## config.mk

```make
export PLATFORM = sky130hd
export DESIGN_NAME = fspm_self_prog_map
export DESIGN_NICKNAME = d
export VERILOG_FILES = /design/src/fspm_pkg.sv /design/src/fspm_self_prog_map.sv /design/src/fspm_boot_map.sv
export SDC_FILE = /design/constraint.sdc
export NUM_CORES = 1
export LEC_CHECK = 0
export BUFFER_PORTS_ARGS = -buffer_cell sky130_fd_sc_hd__buf_2
export CAP_MARGIN = 20
export CELL_PAD_IN_SITES_DETAIL_PLACEMENT = 1
export CELL_PAD_IN_SITES_GLOBAL_PLACEMENT = 1
export CORE_MARGIN = 3
export CORE_UTILIZATION = 39
export DETAILED_ROUTE_END_ITERATION = 8
export GPL_TIMING_DRIVEN = 0
export PLACE_DENSITY = 0.93
export SETUP_SLACK_MARGIN = 0.1
export SYNTH_ARGS = -nofsm -noshare
export SYNTH_HDL_FRONTEND = slang
export SYNTH_SLANG_ARGS = --single-unit
```

## constraint.sdc

```tcl
create_clock -name ref_clk -period 2.9 [get_ports ref_clk]
set_input_delay 0.145 -clock ref_clk [delete_from_list [all_inputs] [get_ports ref_clk]]
set_output_delay 0.145 -clock ref_clk [all_outputs]
set_load 0.02 [all_outputs]
```

## src/fspm_pkg.sv

```systemverilog
// Purpose: shared constants and carriers for the flash self-programming map
// Assumes: 12-bit word addresses, 32-word pages, 20 MHz reference clock
// Notes:   figures named once here, except the PROG_CYC default in the top
package fspm_pkg;

  // ==========================================================================
  // geometry
  localparam int          PC_W          = 12;
  localparam int          PAGE_W        = 7;
  localparam int          WORD_W        = 5;
  localparam int          Z_W           = 16;
  localparam int          Z_WORD_LSB    = 1;
  localparam int          Z_WORD_MSB    = 5;
  localparam int          Z_PAGE_LSB    = 6;
  localparam int          Z_PAGE_MSB    = 12;
  localparam logic [11:0] NONREADABLE_REGION_START    = 12'hc00;
  localparam logic [11:0] FLASH_END     = 12'hfff;
  localparam logic [11:0] BOOT_START_11 = 12'hf80;
  localparam logic [11:0] BOOT_START_10 = 12'hf00;
  localparam logic [11:0] BOOT_START_01 = 12'he00;
  localparam logic [11:0] BOOT_START_00 = 12'hc00;
  localparam logic [10:0] BOOT_WORDS_11 = 11'h080;
  localparam logic [10:0] BOOT_WORDS_10 = 11'h100;
  localparam logic [10:0] BOOT_WORDS_01 = 11'h200;
  localparam logic [10:0] BOOT_WORDS_00 = 11'h400;

  // ==========================================================================
  // command codes and timing
  localparam logic [7:0]  CMD_FILL      = 8'h01;
  localparam logic [6:0]  CMD_WRITE_LO  = 7'h05;
  localparam logic [6:0]  CMD_ERASE_LO  = 7'h03;
  localparam logic [6:0]  CMD_LOCK_LO   = 7'h09;
  localparam logic [6:0]  CMD_REEN_LO   = 7'h11;
  localparam logic [2:0]  SPM_WINDOW    = 3'h4;
  localparam int          CLK_HZ        = 20000000;
  localparam int          PROG_MIN_US   = 3700;
  localparam int          PROG_MAX_US   = 4500;
  localparam int          PROG_MIN_CYC  = (PROG_MIN_US * (CLK_HZ / 1000000));
  localparam int          PROG_MAX_CYC  = (PROG_MAX_US * (CLK_HZ / 1000000));

  typedef enum logic [1:0] {FS_IDLE, FS_ARMED, FS_BUSY} fspm_state_e;

  typedef struct packed {
    logic [Z_W-1:0] zPtr;
    logic [7:0]     ctrlData;
    logic           ctrlWrite;
    logic           spmExec;
  } fspm_cpu_s;

  typedef struct packed {
    logic [PC_W-1:0] bootStart;
    logic [PC_W-1:0] appEnd;
    logic [10:0]     bootWords;
  } fspm_map_s;

  typedef struct packed {
    logic              bufWrite;
    logic [WORD_W-1:0] bufWord;
    logic              pageErase;
    logic              pageWrite;
    logic              lockWrite;
    logic [PAGE_W-1:0] pageSel;
    logic              bufClear;
  } fspm_flash_s;

  function automatic logic inNrww(input logic [PC_W-1:0] a);
    return a >= NONREADABLE_REGION_START;
  endfunction : inNrww

endpackage : fspm_pkg

```

## src/fspm_self_prog_map.sv

```systemverilog
// Function
// - erase, write, lock timed 3.7 to 4.5 ms
// - boot size from two fuse bits
// - boot start per size, ends at fff
// - readable region below c00, other above
// - twelve-bit program word address
// - 32-word pages, word from pointer 5:1
// - page from pointer bits 12:6
// - pointer bits 15:13 ignored
// - pointer bit 0 is read byte select
// - only nonreadable region read while busy
// - store within four cycles of control write
// - busy flag held until reenable executed
//
// Purpose: self-programming sequencer and address map
// Assumes: one cpu clock, timer counts at the reference clock
// Notes:   timing uses the midpoint of the allowed window
`timescale 1ns/100ps
module fspm_self_prog_map #(
  parameter int PROG_CYC = 82000
) (
  input  wire logic                ref_clk,
  input  wire logic                rst_b,
  input  fspm_pkg::fspm_cpu_s      cpu,
  input  wire logic                eepromWriteActiveFlag,
  input  wire logic [1:0]          bootSize,
  input  wire logic [11:0]         fetchAddr,
  output fspm_pkg::fspm_flash_s    flash,
  output fspm_pkg::fspm_map_s      bootMap,
  output logic [7:0]               selfProgControlReg,
  output logic                     readRegionBusyFlag,
  output logic                     fetchBlocked,
  output logic                     readByteSel
);
  import fspm_pkg::*;

  typedef struct packed {
    fspm_state_e       st;
    logic [7:0]        ctrl;
    logic [2:0]        win;
    logic [16:0]       timer;
    logic              busy;
    logic              blocked;
    logic              fetchBlk;
    logic              byteSel;
    fspm_flash_s       fl;
    fspm_map_s         mp;
  } fspm_reg_s;

  fspm_reg_s state_ff;
  fspm_reg_s nxt_state;
  fspm_map_s mapComb;

  fspm_boot_map u_boot_map (
    .bootSize (bootSize),
    .map      (mapComb)
  );

  // ==========================================================================
  // sequencer
  always_comb begin
    nxt_state = state_ff;
    nxt_state.fl.bufWrite  = 1'b0;
    nxt_state.fl.pageErase = 1'b0;
    nxt_state.fl.pageWrite = 1'b0;
    nxt_state.fl.lockWrite = 1'b0;
    nxt_state.fl.bufClear  = 1'b0;
    nxt_state.mp = mapComb;
    nxt_state.byteSel = cpu.zPtr[0];
    nxt_state.fl.bufWord = cpu.zPtr[Z_WORD_MSB:Z_WORD_LSB];
    nxt_state.fl.pageSel = cpu.zPtr[Z_PAGE_MSB:Z_PAGE_LSB];
    case (state_ff.st)
      FS_IDLE: begin
        // eeprom write locks out the control register entirely
        if (cpu.ctrlWrite && !eepromWriteActiveFlag && cpu.ctrlData[0]) begin
          nxt_state.ctrl = cpu.ctrlData;
          nxt_state.win  = SPM_WINDOW;
          nxt_state.st   = FS_ARMED;
        end
      end
      FS_ARMED: begin
        if (cpu.spmExec) begin
          if (state_ff.ctrl == CMD_FILL) begin
            nxt_state.fl.bufWrite = 1'b1;
            nxt_state.ctrl = 8'h00;
            nxt_state.st   = FS_IDLE;
          end else if (state_ff.ctrl[6:0] == CMD_REEN_LO) begin
            nxt_state.blocked = 1'b0;
            nxt_state.busy = 1'b0;
            nxt_state.fl.bufClear = 1'b1;
            nxt_state.ctrl = 8'h00;
            nxt_state.st   = FS_IDLE;
          end else if (state_ff.ctrl[6:0] == CMD_ERASE_LO ||
                       state_ff.ctrl[6:0] == CMD_WRITE_LO ||
                       state_ff.ctrl[6:0] == CMD_LOCK_LO) begin
            nxt_state.fl.pageErase = (state_ff.ctrl[6:0] == CMD_ERASE_LO);
            nxt_state.fl.pageWrite = (state_ff.ctrl[6:0] == CMD_WRITE_LO);
            nxt_state.fl.lockWrite = (state_ff.ctrl[6:0] == CMD_LOCK_LO);
            if (state_ff.ctrl[6:0] != CMD_LOCK_LO) begin
              nxt_state.blocked = 1'b1;
              nxt_state.busy = 1'b1;
            end
            nxt_state.timer = 17'(PROG_CYC);
            nxt_state.st    = FS_BUSY;
          end else begin
            nxt_state.ctrl = 8'h00;
            nxt_state.st   = FS_IDLE;
          end
        end else if (state_ff.win == 3'h1) begin
          nxt_state.ctrl = 8'h00;
          nxt_state.st   = FS_IDLE;
        end else begin
          nxt_state.win = state_ff.win - 3'h1;
        end
      end
      FS_BUSY: begin
        if (state_ff.timer == 17'h00001) begin
          // page write empties the temporary buffer on completion
          nxt_state.fl.bufClear = state_ff.ctrl[6:0] == CMD_WRITE_LO;
          nxt_state.ctrl = 8'h00;
          nxt_state.st   = FS_IDLE;
        end else begin
          nxt_state.timer = state_ff.timer - 17'h00001;
        end
      end
      default: nxt_state.st = FS_IDLE;
    endcase
    // region busy is bit 6 of the control image
    nxt_state.fetchBlk = nxt_state.blocked && !inNrww(fetchAddr[PC_W-1:0]);
  end

  always_ff @(posedge ref_clk or negedge rst_b) begin
    if (!rst_b) begin
      state_ff <= '0;
    end else begin
      state_ff <= nxt_state;
    end
  end

  // ==========================================================================
  // outputs
  assign flash              = state_ff.fl;
  assign bootMap            = state_ff.mp;
  assign selfProgControlReg = {1'b0, state_ff.busy, state_ff.ctrl[5:0]};
  assign readRegionBusyFlag = state_ff.busy;
  assign fetchBlocked       = state_ff.fetchBlk;
  assign readByteSel        = state_ff.byteSel;
endmodule : fspm_self_prog_map

```

## src/fspm_boot_map.sv

```systemverilog
// Purpose: boot section sizing from the boot size fuse pair
// Assumes: fuses stable
// Notes:   pure decode, registered by the top
`timescale 1ns/100ps
module fspm_boot_map (
  input  wire logic [1:0]        bootSize,
  output fspm_pkg::fspm_map_s    map
);
  import fspm_pkg::*;

  // ==========================================================================
  // decode
  always_comb begin
    case (bootSize)
      2'h3: begin
        map.bootStart = BOOT_START_11;
        map.bootWords = BOOT_WORDS_11;
      end
      2'h2: begin
        map.bootStart = BOOT_START_10;
        map.bootWords = BOOT_WORDS_10;
      end
      2'h1: begin
        map.bootStart = BOOT_START_01;
        map.bootWords = BOOT_WORDS_01;
      end
      default: begin
        map.bootStart = BOOT_START_00;
        map.bootWords = BOOT_WORDS_00;
      end
    endcase
    map.appEnd = map.bootStart - 12'h001;
  end

endmodule : fspm_boot_map

```

Word-level counts from Yosys, hierarchy flattened

Index checks and enable logic that the tools add are counted.

Reductions and logical operators: 18
Add/sub/neg operators: 3
Magnitude comparators: 1
Bitwise gates (word level): 1
Multiplexer cells: 37
Eq/ne operators: 24

Operator list:

| cell                                                      | number |
|---|---|
| two-way mux 19 bit                                        | 3 |
| two-way mux 10 bit                                        | 5 |
| two-way mux 17 bit                                        | 2 |
| one-hot mux 17 bit (2 select lines)                       | 1 |
| one-hot mux 11 bit (3 select lines)                       | 1 |
| one-hot mux 10 bit (3 select lines)                       | 1 |
| one-hot mux 8 bit (3 select lines)                        | 1 |
| two-way mux 3 bit                                         | 7 |
| inequality test 2 bit, second input constant              | 9 |
| == test 17 x 1 -> 1 bit, second input constant            | 1 |
| subtractor 17 x 1 -> 17 bit, second input constant        | 1 |
| two-way mux 13 bit                                        | 1 |
| greater-or-equal comparator 12 bit, second input constant | 1 |
| subtractor 11 x 2 -> 12 bit, second input constant        | 1 |
| AND reduction 5 bit                                       | 2 |
| == test 8 x 1 -> 1 bit, second input constant             | 1 |
| two-way mux 1 bit                                         | 8 |
| two-way mux 8 bit                                         | 1 |
| nonzero test 2 bit                                        | 4 |
| == test 7 x 2 -> 1 bit, second input constant             | 1 |
| == test 7 x 3 -> 1 bit, second input constant             | 1 |
| == test 7 x 4 -> 1 bit, second input constant             | 1 |
| == test 7 x 5 -> 1 bit, second input constant             | 1 |
| inequality test 7 x 4 -> 1 bit, second input constant     | 1 |
| 19 further kinds                                          | 28 |

Flip-flop bits (word level): 86
Bits of input ports: 43

Logic depth before layout (Yosys ltp)

Gate-level depths: netlist of the first run.

Depth after elaboration: 9
Mapped depth: 9
Depth with buffers taken out: 7

Modules after synthesis

A second synthesis of the first run with hierarchy kept.

Cell total of the unflattened synthesis: 360
Area, all modules: 4033.9 sq um

By module, submodules not included:

| module             | area each (sq um) | seq. area each (sq um) | cells each | times used |
|---|---|---|---|---|
| fspm_self_prog_map | 3782.4            | 2152.1                 | 323        | 1 |
| fspm_boot_map      | 251.5             | 0.0                    | 37         | 1 |

Least setup slack after synthesis of the first run

Ideal clock, no wire load.

Path type: flip-flop to flip-flop
From: register state_ff[65] (netlist bit)
To: register state_ff[71] (netlist bit)
Data arrival time: 2.212 ns
Data required time: 2.823 ns
Buffers on the path: 0
Setup time: 0.077 ns
Slack: 0.611 ns
Stages on the path, launching flop included: 6
Clock period less this slack: 2.289 ns
Cell sequence: dfrtp_1 -> or3_4 -> or4_4 -> or4_4 -> or4_1 -> a21oi_1

Cells in the longest elaborated chain, start to end: 3
Elaborated cells between the ends (all ways): 6
Those cells by class: add/sub: 1; eq/ne: 2; mux: 2; reduce/logical: 1

Ends and longest elaborated chain:

| item                                                                       | RTL line                                             | text |
|---|---|---|
| start, declared                                                            | fspm_self_prog_map.sv:50                             | `fspm_reg_s state_ff;` |
| start signal, assigned                                                     | fspm_self_prog_map.sv:136                            | `state_ff <= nxt_state;` |
| subtractor 17 x 1 -> 17 bit or == test 17 x 1 -> 1 bit (tied branches)     | fspm_self_prog_map.sv:123, fspm_self_prog_map.sv:117 |  |
| two-way mux 17 bit or inequality test 2 bit (tied branches)                | --                                                   |  |
| one-hot mux 17 bit (2 select lines) or AND reduction 6 bit (tied branches) | --                                                   |  |

Parallel ways exist; a longest one is shown, timed or not. The select of a mux whose other input is x is not followed.
A chain may end at the register's enable or synchronous reset.

Worst setup path in the final report of the first run

From: register state_ff[70] (netlist bit)
To: register state_ff[65] (netlist bit)

Cells in the longest elaborated chain, start to end: 3

Ends and longest elaborated chain:

| item                            | RTL line                  | text |
|---|---|---|
| == test 17 x 1 -> 1 bit         | fspm_self_prog_map.sv:117 | `if (state_ff.timer == 17'h00001) begin` |
| inequality test 2 bit (no line) | --                        |  |
| AND reduction 6 bit (no line)   | --                        |  |

Every way passes these cells.

==> run_results.csv, run 1 <==
group,metric,value,unit
clock_network,h-tree-depth,3,
run_status,status,"complete, no violations",
synthesis,yosys.area.top_type,"dfrtp_1",
grt,grt_pass1_wl,15680,um
cells_and_area,drive_above_1_share,41.22,%
placed_design,placed_cell_area,3908,sq um
worst_setup_path,critPathTopFamily,"simple AND/OR/NAND/NOR gates",
worst_setup_path,crit_path_end_kind,"flip-flop",
placed_design,hpwl,6494,um
clock_network,cts_tree,"yes",
worst_setup_path,crit_required,3.12,ns
synthesis,synth.distinct_cells,53,
cells_and_area,antenna_cells,0,
clock_network,cts_made_buffers,9,
pwr,worst_ir_drop_vdd,0.0004225,V
worst_setup_path,slowest_stage,"nor4_1",
floorplanning,dieArea,9651,sq um
grt,track_usage,20.92,%
clock_network,post_cts_buffers,0,
clock_network,clock_path_buffers,2,
synthesis,synth_top_area_share,46.76,%
floorplanning,die_y,98.24,um
timing,fin_crit_sh,95.87,%
floorplanning,core_region_area,8258,sq um
floorplanning,die_x,98.24,um
worst_setup_path,max_stage_delay,0.57,ns
pwr,finalPower,3289,uW
floorplanning,io_pins,106,
worst_setup_path,critical_path_class,"flip-flop to flip-flop",
cells_and_area,syn2layout_area_growth,30.09,%
synthesis,avgSynthCellArea,10.37,sq um
synthesis,synth.top_cells.by_count,"62 x buf_4, 62 x dfrtp_1, 20 x nand2_1, 17 x inv_1, 12 x a21oi_1",
cells_and_area,n_fill_cell,954,
timing,maxSlewViolCount,0,
cells_and_area,fin_area,4317,sq um
timing,fin_crit,2.780,ns
routing,vias,2824,
worst_setup_path,cp_max_fo,10,
timing,max_slew.worst_pin.slew,0.7889,ns
routing,antenna_left,0,
worst_setup_path,crit_chain,"nor4_1 > nand4_1 > mux2i_1 > buf_4 > buf_6 > nor2_1 > o21ai_0",
synthesis,synth_area,3318,sq um
routing,dr.pass1.iters,4,
worst_setup_path,worstPathArrival,3.00,ns
timing,tns,0,ns
pwr,leakagePower,0.002149,uW
synthesis,netlist_instances,320,
routing,vias_per_cell,5.144,
routing,drt_wl_total,9762,um
worst_setup_path,crit_buf_inv,2,
grt,overflow,0,
grt,grt_max_degree,34,
placed_design,gp_congestion,0.8277,
grt,antenna_found_initial,0,
synthesis,synth_edf_count,0,
synthesis,ys.flop_type,"dfrtp_1",
timing,hold_viol_final,0,
synthesis,yosysSeqAreaShare,46.76,%
clock_network,cts_sinks,62,
run,maxCapViolations,0,
timing,clock.fmax,359.7,MHz
synthesis,synth_area_leaders,"dfrtp_1 47%, buf_4 14%, ha_1 3.0%, mux2_2 2.7%, nand2_1 2.3%",
placed_design,dp_cells,517,
clock_network,cts-root-buf,"clkbuf_8",
grt,grt_pass1_vias,3097,
pwr,power_density,761.9,nW/um^2
timing,slew_headroom,47.40,%
timing,grt_setup_unrepaired,"yes",
worst_setup_path,startpoint_type,"flip-flop",
synthesis,synthArstFlopShare,100.0,%
floorplanning,rows,33,
placed_design,port_buffers,77,
timing,worst_slack,0.1198,ns
clock_network,clk_pin_slew,0.08,ns
routing,dr.first_iter.drc_count,148,
placed_design,pre_cts_slack,0.1881,ns
synthesis,ys_seq_elements,62,
routing,drc,0,
worst_hold_path,hold_class,"primary input to flip-flop",
timing,fin_skew,0.02001,ns
routing,wl_per_cell,17.78,um
synthesis,yosys_warnings,0,
clock_network,insertion_delay,0.36,ns
timing,finalSetupViolations,0,
cells_and_area,fin_cells,549,
cells_and_area,final_nets,490,
floorplanning,initial_core_util,40.18,%
[layout by cell type, fill, tap and decap left out, drive strengths merged, types with 2 or more instances in the layout]
cell	count
a211oi	2
a21oi	12
a22o	4
a22oi	2
buf	144
bufinv	2
clkbuf	14
clkinvlp	2
conb	16
dfrtp	62
dlygate4sd3	16
ha	8
inv	19
mux2	8
mux2i	5
nand2	20
nand2b	5
nand3	5
nand3b	2
nand4	5
nand4b	3
nor2	10
nor2b	9
nor3	3
nor3b	5
nor4	5
nor4b	3
o21ai	10
o31a	2
o31ai	8
o41ai	3
or3	3
or3b	2
or4	11
[repair_timing]
item                                    in CTS  in global routing
hold endpoints to repair                    46                  0
endpoints found under the setup margin       0                 19
hold buffers                                16                  0
resized for setup                            0                  5
[kinds of logic after synthesis]
family	count (synthesis)	share of synthesized area (%)
flip-flops	62	46.76
AND/OR/NAND/NOR	98	18.21
AO/OA/AOI/OAI	48	9.653
multiplexers	13	4.223
other	2	0.2263
adder cells (fa/ha/maj)	8	3.017
XOR/XNOR	1	0.2640
buffers and inverters	88	17.65
[worst register-to-register path: stages, from the launching register on]
cell and delay, ns:
dfrtp_1 0.45, nor4_1 0.57, nand4_1 0.35, mux2i_1 0.47, buf_4 0.26, buf_6 0.16, nor2_1 0.06, o21ai_0 0.33
[flip-flops by register name, indices dropped and copies added (netlist names)]
signal	flops
flash	17
readByteSel	1
fetchBlocked	1
state_ff	25
selfProgControlReg	6
readRegionBusyFlag	1
bootMap	11
[per-stage QoR]
step	utilization, %	hold WS, ns
after floorplan	-	-0.1506
after global placement	47.08	0.2540
after detailed placement	47.32	0.2547
after CTS	52.05	0.01117
after global routing	52.27	0.01317
final	52.27	0.01452
[routing by layer]
layer	wire length [um]	GRT usage, %	vias to the layer above
met4	673	14.81	0
met2	5179	37.59	133
met3	610	5.500	50
met1	3299	20.75	1363
li1	-	-	1278
met5	0	0	-
[final timing paths]
kind / slack (ns) / cells past startpoint / to / start
max: 0.12 / 7 / state_ff[65] / state_ff[70]
min in group asynchronous: 0.41 / 2 / flash[13] / rst_b
min: 0.01 / 2 / bootMap[10] / bootSize[0]
min reg2reg: 0.45 / 1 / flash[16] / state_ff[83]
max in group asynchronous: 1.83 / 3 / state_ff[75] / rst_b
max reg2reg: 0.12 / 7 / state_ff[65] / state_ff[70]
[area by class of cell]
cell class / count / area, sq um / share of cell area (%)
Sequential cell: 62 / 1551 / 35.94
Tap cell: 105 / 131.4 / 3.043
Clock buffer: 10 / 137.6 / 3.188
Multi-Input combinational cell: 184 / 1251 / 28.99
Inverter: 17 / 63.81 / 1.478
Buffer: 71 / 523.0 / 12.12
Clock inverter: 6 / 92.59 / 2.145
Timing Repair Buffer: 94 / 565.5 / 13.10
[power breakdown]
group | switching (uW) | internal, uW
registers | 156 | 1010
clock network | 385 | 513
logic | 705 | 519
total | 1250 | 2040
(Power assumes the default switching activity.)
==> run 2: changes to the inputs <==
ABC_AREA = 1   (was unset)
BUFFER_PORTS_ARGS = unset   (was -buffer_cell sky130_fd_sc_hd__buf_2)
CORE_UTILIZATION = 40   (was 39)
DONT_BUFFER_PORTS = 1   (was unset)
PLACE_DENSITY = 0.83   (was 0.93)
==> run_results.csv, run 2 <==
group,metric,value,unit
cells_and_area,layout_common_cells,"109 x nand2_1, 62 x dfrtp_1, 60 x buf_4",
run,maxCapViolations,0,
synthesis,synth_area_leaders,"dfrtp_1 46%, buf_4 13%, nand2_1 12%, nor2_1 5.5%, inv_1 4.6%",
routing,wl_per_cell,13.00,um
cells_and_area,largest_register,"state_ff",
pwr,worst_ir_drop_vdd,0.0005019,V
synthesis,synth_edf_count,0,
floorplanning,initial_core_util,41.27,%
synthesis,ys.flop_type,"dfrtp_1",
timing,tns,0,ns
synthesis,synth_fa_ha_area_share,2.937,%
synthesis,ys_seq_elements,62,
timing,clock.fmax,466.8,MHz
synthesis,netlist_instances,411,
routing,vias_per_cell,4.573,
timing,slew_headroom,64.91,%
worst_setup_path,cp_max_fo,8,
synthesis,synthMuxAreaShare,0,%
synthesis,yosys.cell_count.top_type,"nand2_1",
worst_setup_path,crit_required,3.18,ns
grt,track_usage,16.40,%
grt,grt_pass1_vias,2853,
grt,grt_pass1_wl,12850,um
timing,fin_crit,2.142,ns
placed_design,gp_congestion,0.7407,
floorplanning,io_pins,106,
synthesis,yosys_warnings,0,
placed_design,hpwl,5355,um
timing,fin_skew,0.01126,ns
synthesis,yosys.area.top_type,"dfrtp_1",
clock_network,h-tree-depth,3,
timing,max_slew.worst_pin.slew,0.5263,ns
synthesis,synth_compound_area_share,5.066,%
grt,antenna_found_initial,0,
cells_and_area,drive_above_1_share,20.69,%
clock_network,insertion_delay,0.34,ns
timing,hold_viol_final,0,
cells_and_area,mostFrequentLayoutCell,"nand2_1",
cells_and_area,syn2layout_area_growth,18.54,%
clock_network,clock_path_buffers,2,
clock_network,cts_tree,"yes",
worst_setup_path,worstPathArrival,2.42,ns
worst_setup_path,critical_path_class,"flip-flop to flip-flop",
synthesis,synth.distinct_cells,32,
cells_and_area,final_nets,510,
worst_hold_path,hold_class,"primary input to flip-flop",
pwr,power_density,825.6,nW/um^2
cells_and_area,fin_cells,569,
placed_design,dp_cells,530,
routing,vias,2602,
cells_and_area,multiInputGateArea,1231,sq um
clock_network,cts-root-buf,"clkbuf_8",
synthesis,avgSynthCellArea,8.293,sq um
synthesis,synth-xor-area-share,3.341,%
cells_and_area,seqCellArea,1551,sq um
floorplanning,rows,33,
floorplanning,die_x,98.31,um
timing,grt_setup_unrepaired,"no",
routing,drt_wl_total,7398,um
grt,grt_max_degree,63,
worst_setup_path,crit_path_end_kind,"flip-flop",
clock_network,cts_made_buffers,9,
floorplanning,dieArea,9664,sq um
cells_and_area,n_fill_cell,1021,
run_status,status,"complete, no violations",
synthesis,synth.top_cells.by_count,"109 x nand2_1, 62 x dfrtp_1, 60 x buf_4, 50 x nor2_1, 42 x inv_1",
synthesis,synthArstFlopShare,100.0,%
floorplanning,core_region_area,8258,sq um
cells_and_area,antenna_cells,0,
timing,maxSlewViolCount,0,
synthesis,synth_area,3408,sq um
synthesis,synth_simple_gate_area_share,23.02,%
floorplanning,die_y,98.31,um
grt,overflow,0,
placed_design,port_buffers,0,
timing,fin_crit_sh,73.87,%
synthesis,synth_top_area_share,45.52,%
cells_and_area,largest_register_ffs,25,
synthesis,synth_top_family_by_area,"simple AND/OR/NAND/NOR gates",
synthesis,yosysSeqAreaShare,45.52,%
routing,antenna_left,0,
routing,dr.pass1.iters,4,
routing,drc,0,
routing,dr.first_iter.drc_count,77,
worst_setup_path,startpoint_type,"flip-flop",
clock_network,clk_pin_slew,0.07,ns
clock_network,cts_sinks,62,
timing,finalSetupViolations,0,
pwr,leakagePower,0.002237,uW
-- run 2: cell type report --
class                           instances  area share, %
Buffer                                 69          12.79
Inverter                               43          3.995
Multi-Input combinational cell        251          30.47
Tap cell                              105          3.252
Clock inverter                          5          1.456
Sequential cell                        62          38.40
Clock buffer                           11          3.500
Timing Repair Buffer                   23          6.132
-- run 2: logic make-up (layout without fill, tap and decap cells) --
kind of cell,count (synthesis),count (layout)
xor+xnor,13,13
other cells,2,16
flops,62,62
compound gates,28,28
buf+inv,112,151
fa+ha+maj,8,8
simple gates,186,186
-- run 2: metal layers --
metal,vias to the layer above,track usage [%],wire length [um]
li1,1263,-,-
met4,0,5.252,98
met5,-,0,0
met2,60,29.17,3902
met1,1269,19.00,3053
met3,10,4.643,344
-- run 2: repair_timing --
| item | CTS | global route |
|---|---|---|
| resized for setup | 0 | 0 |
| hold buffers | 23 | 0 |
| endpoints found under the hold margin | 89 | 0 |
| setup buffers | 0 | 0 |
-- run 2: path summary, 6_finish.rpt --
path | to | depth (start not counted) | startpoint | slack [ns]
max | fetchBlocked | 9 | state_ff[85] | 0.76
max reg2reg | fetchBlocked | 9 | state_ff[85] | 0.76
min | selfProgControlReg[3] | 4 | cpu[5] | 0.02
min reg2reg | state_ff[72] | 2 | state_ff[72] | 0.50
min in group asynchronous | state_ff[71] | 2 | rst_b | 0.35
max in group asynchronous | flash[4] | 2 | rst_b | 2.30
-- run 2: worst max-delay path: stages (launching register included) --
cell and delay [ns]:
dfrtp_1 0.43, inv_1 0.10, ha_1 0.13, buf_2 0.17
nand2_1 0.14, inv_1 0.10, nand2_1 0.07, a21oi_1 0.17
a21boi_0 0.19, dlygate4sd3_1 0.57
-- run 2: stage by stage --
stage,util [%],worst slack (ns),area [sq um],total power [uW],hold slack [ns]
final,48.92,0.7579,4040,3336,0.01588
after global placement,43.50,1.032,3592,2475,-0.1471
after CTS,48.92,0.7898,4040,3378,0.004360
after global routing,48.92,0.5270,4040,3598,0.01400
after detailed placement,43.50,0.9780,3592,2538,-0.1473
after floorplan,-,1.383,3461,2265,-0.1506
-- run 2: power breakdown --
group,internal [uW],switching [uW]
registers,1000,123
clock network,420,342
logic,560,885
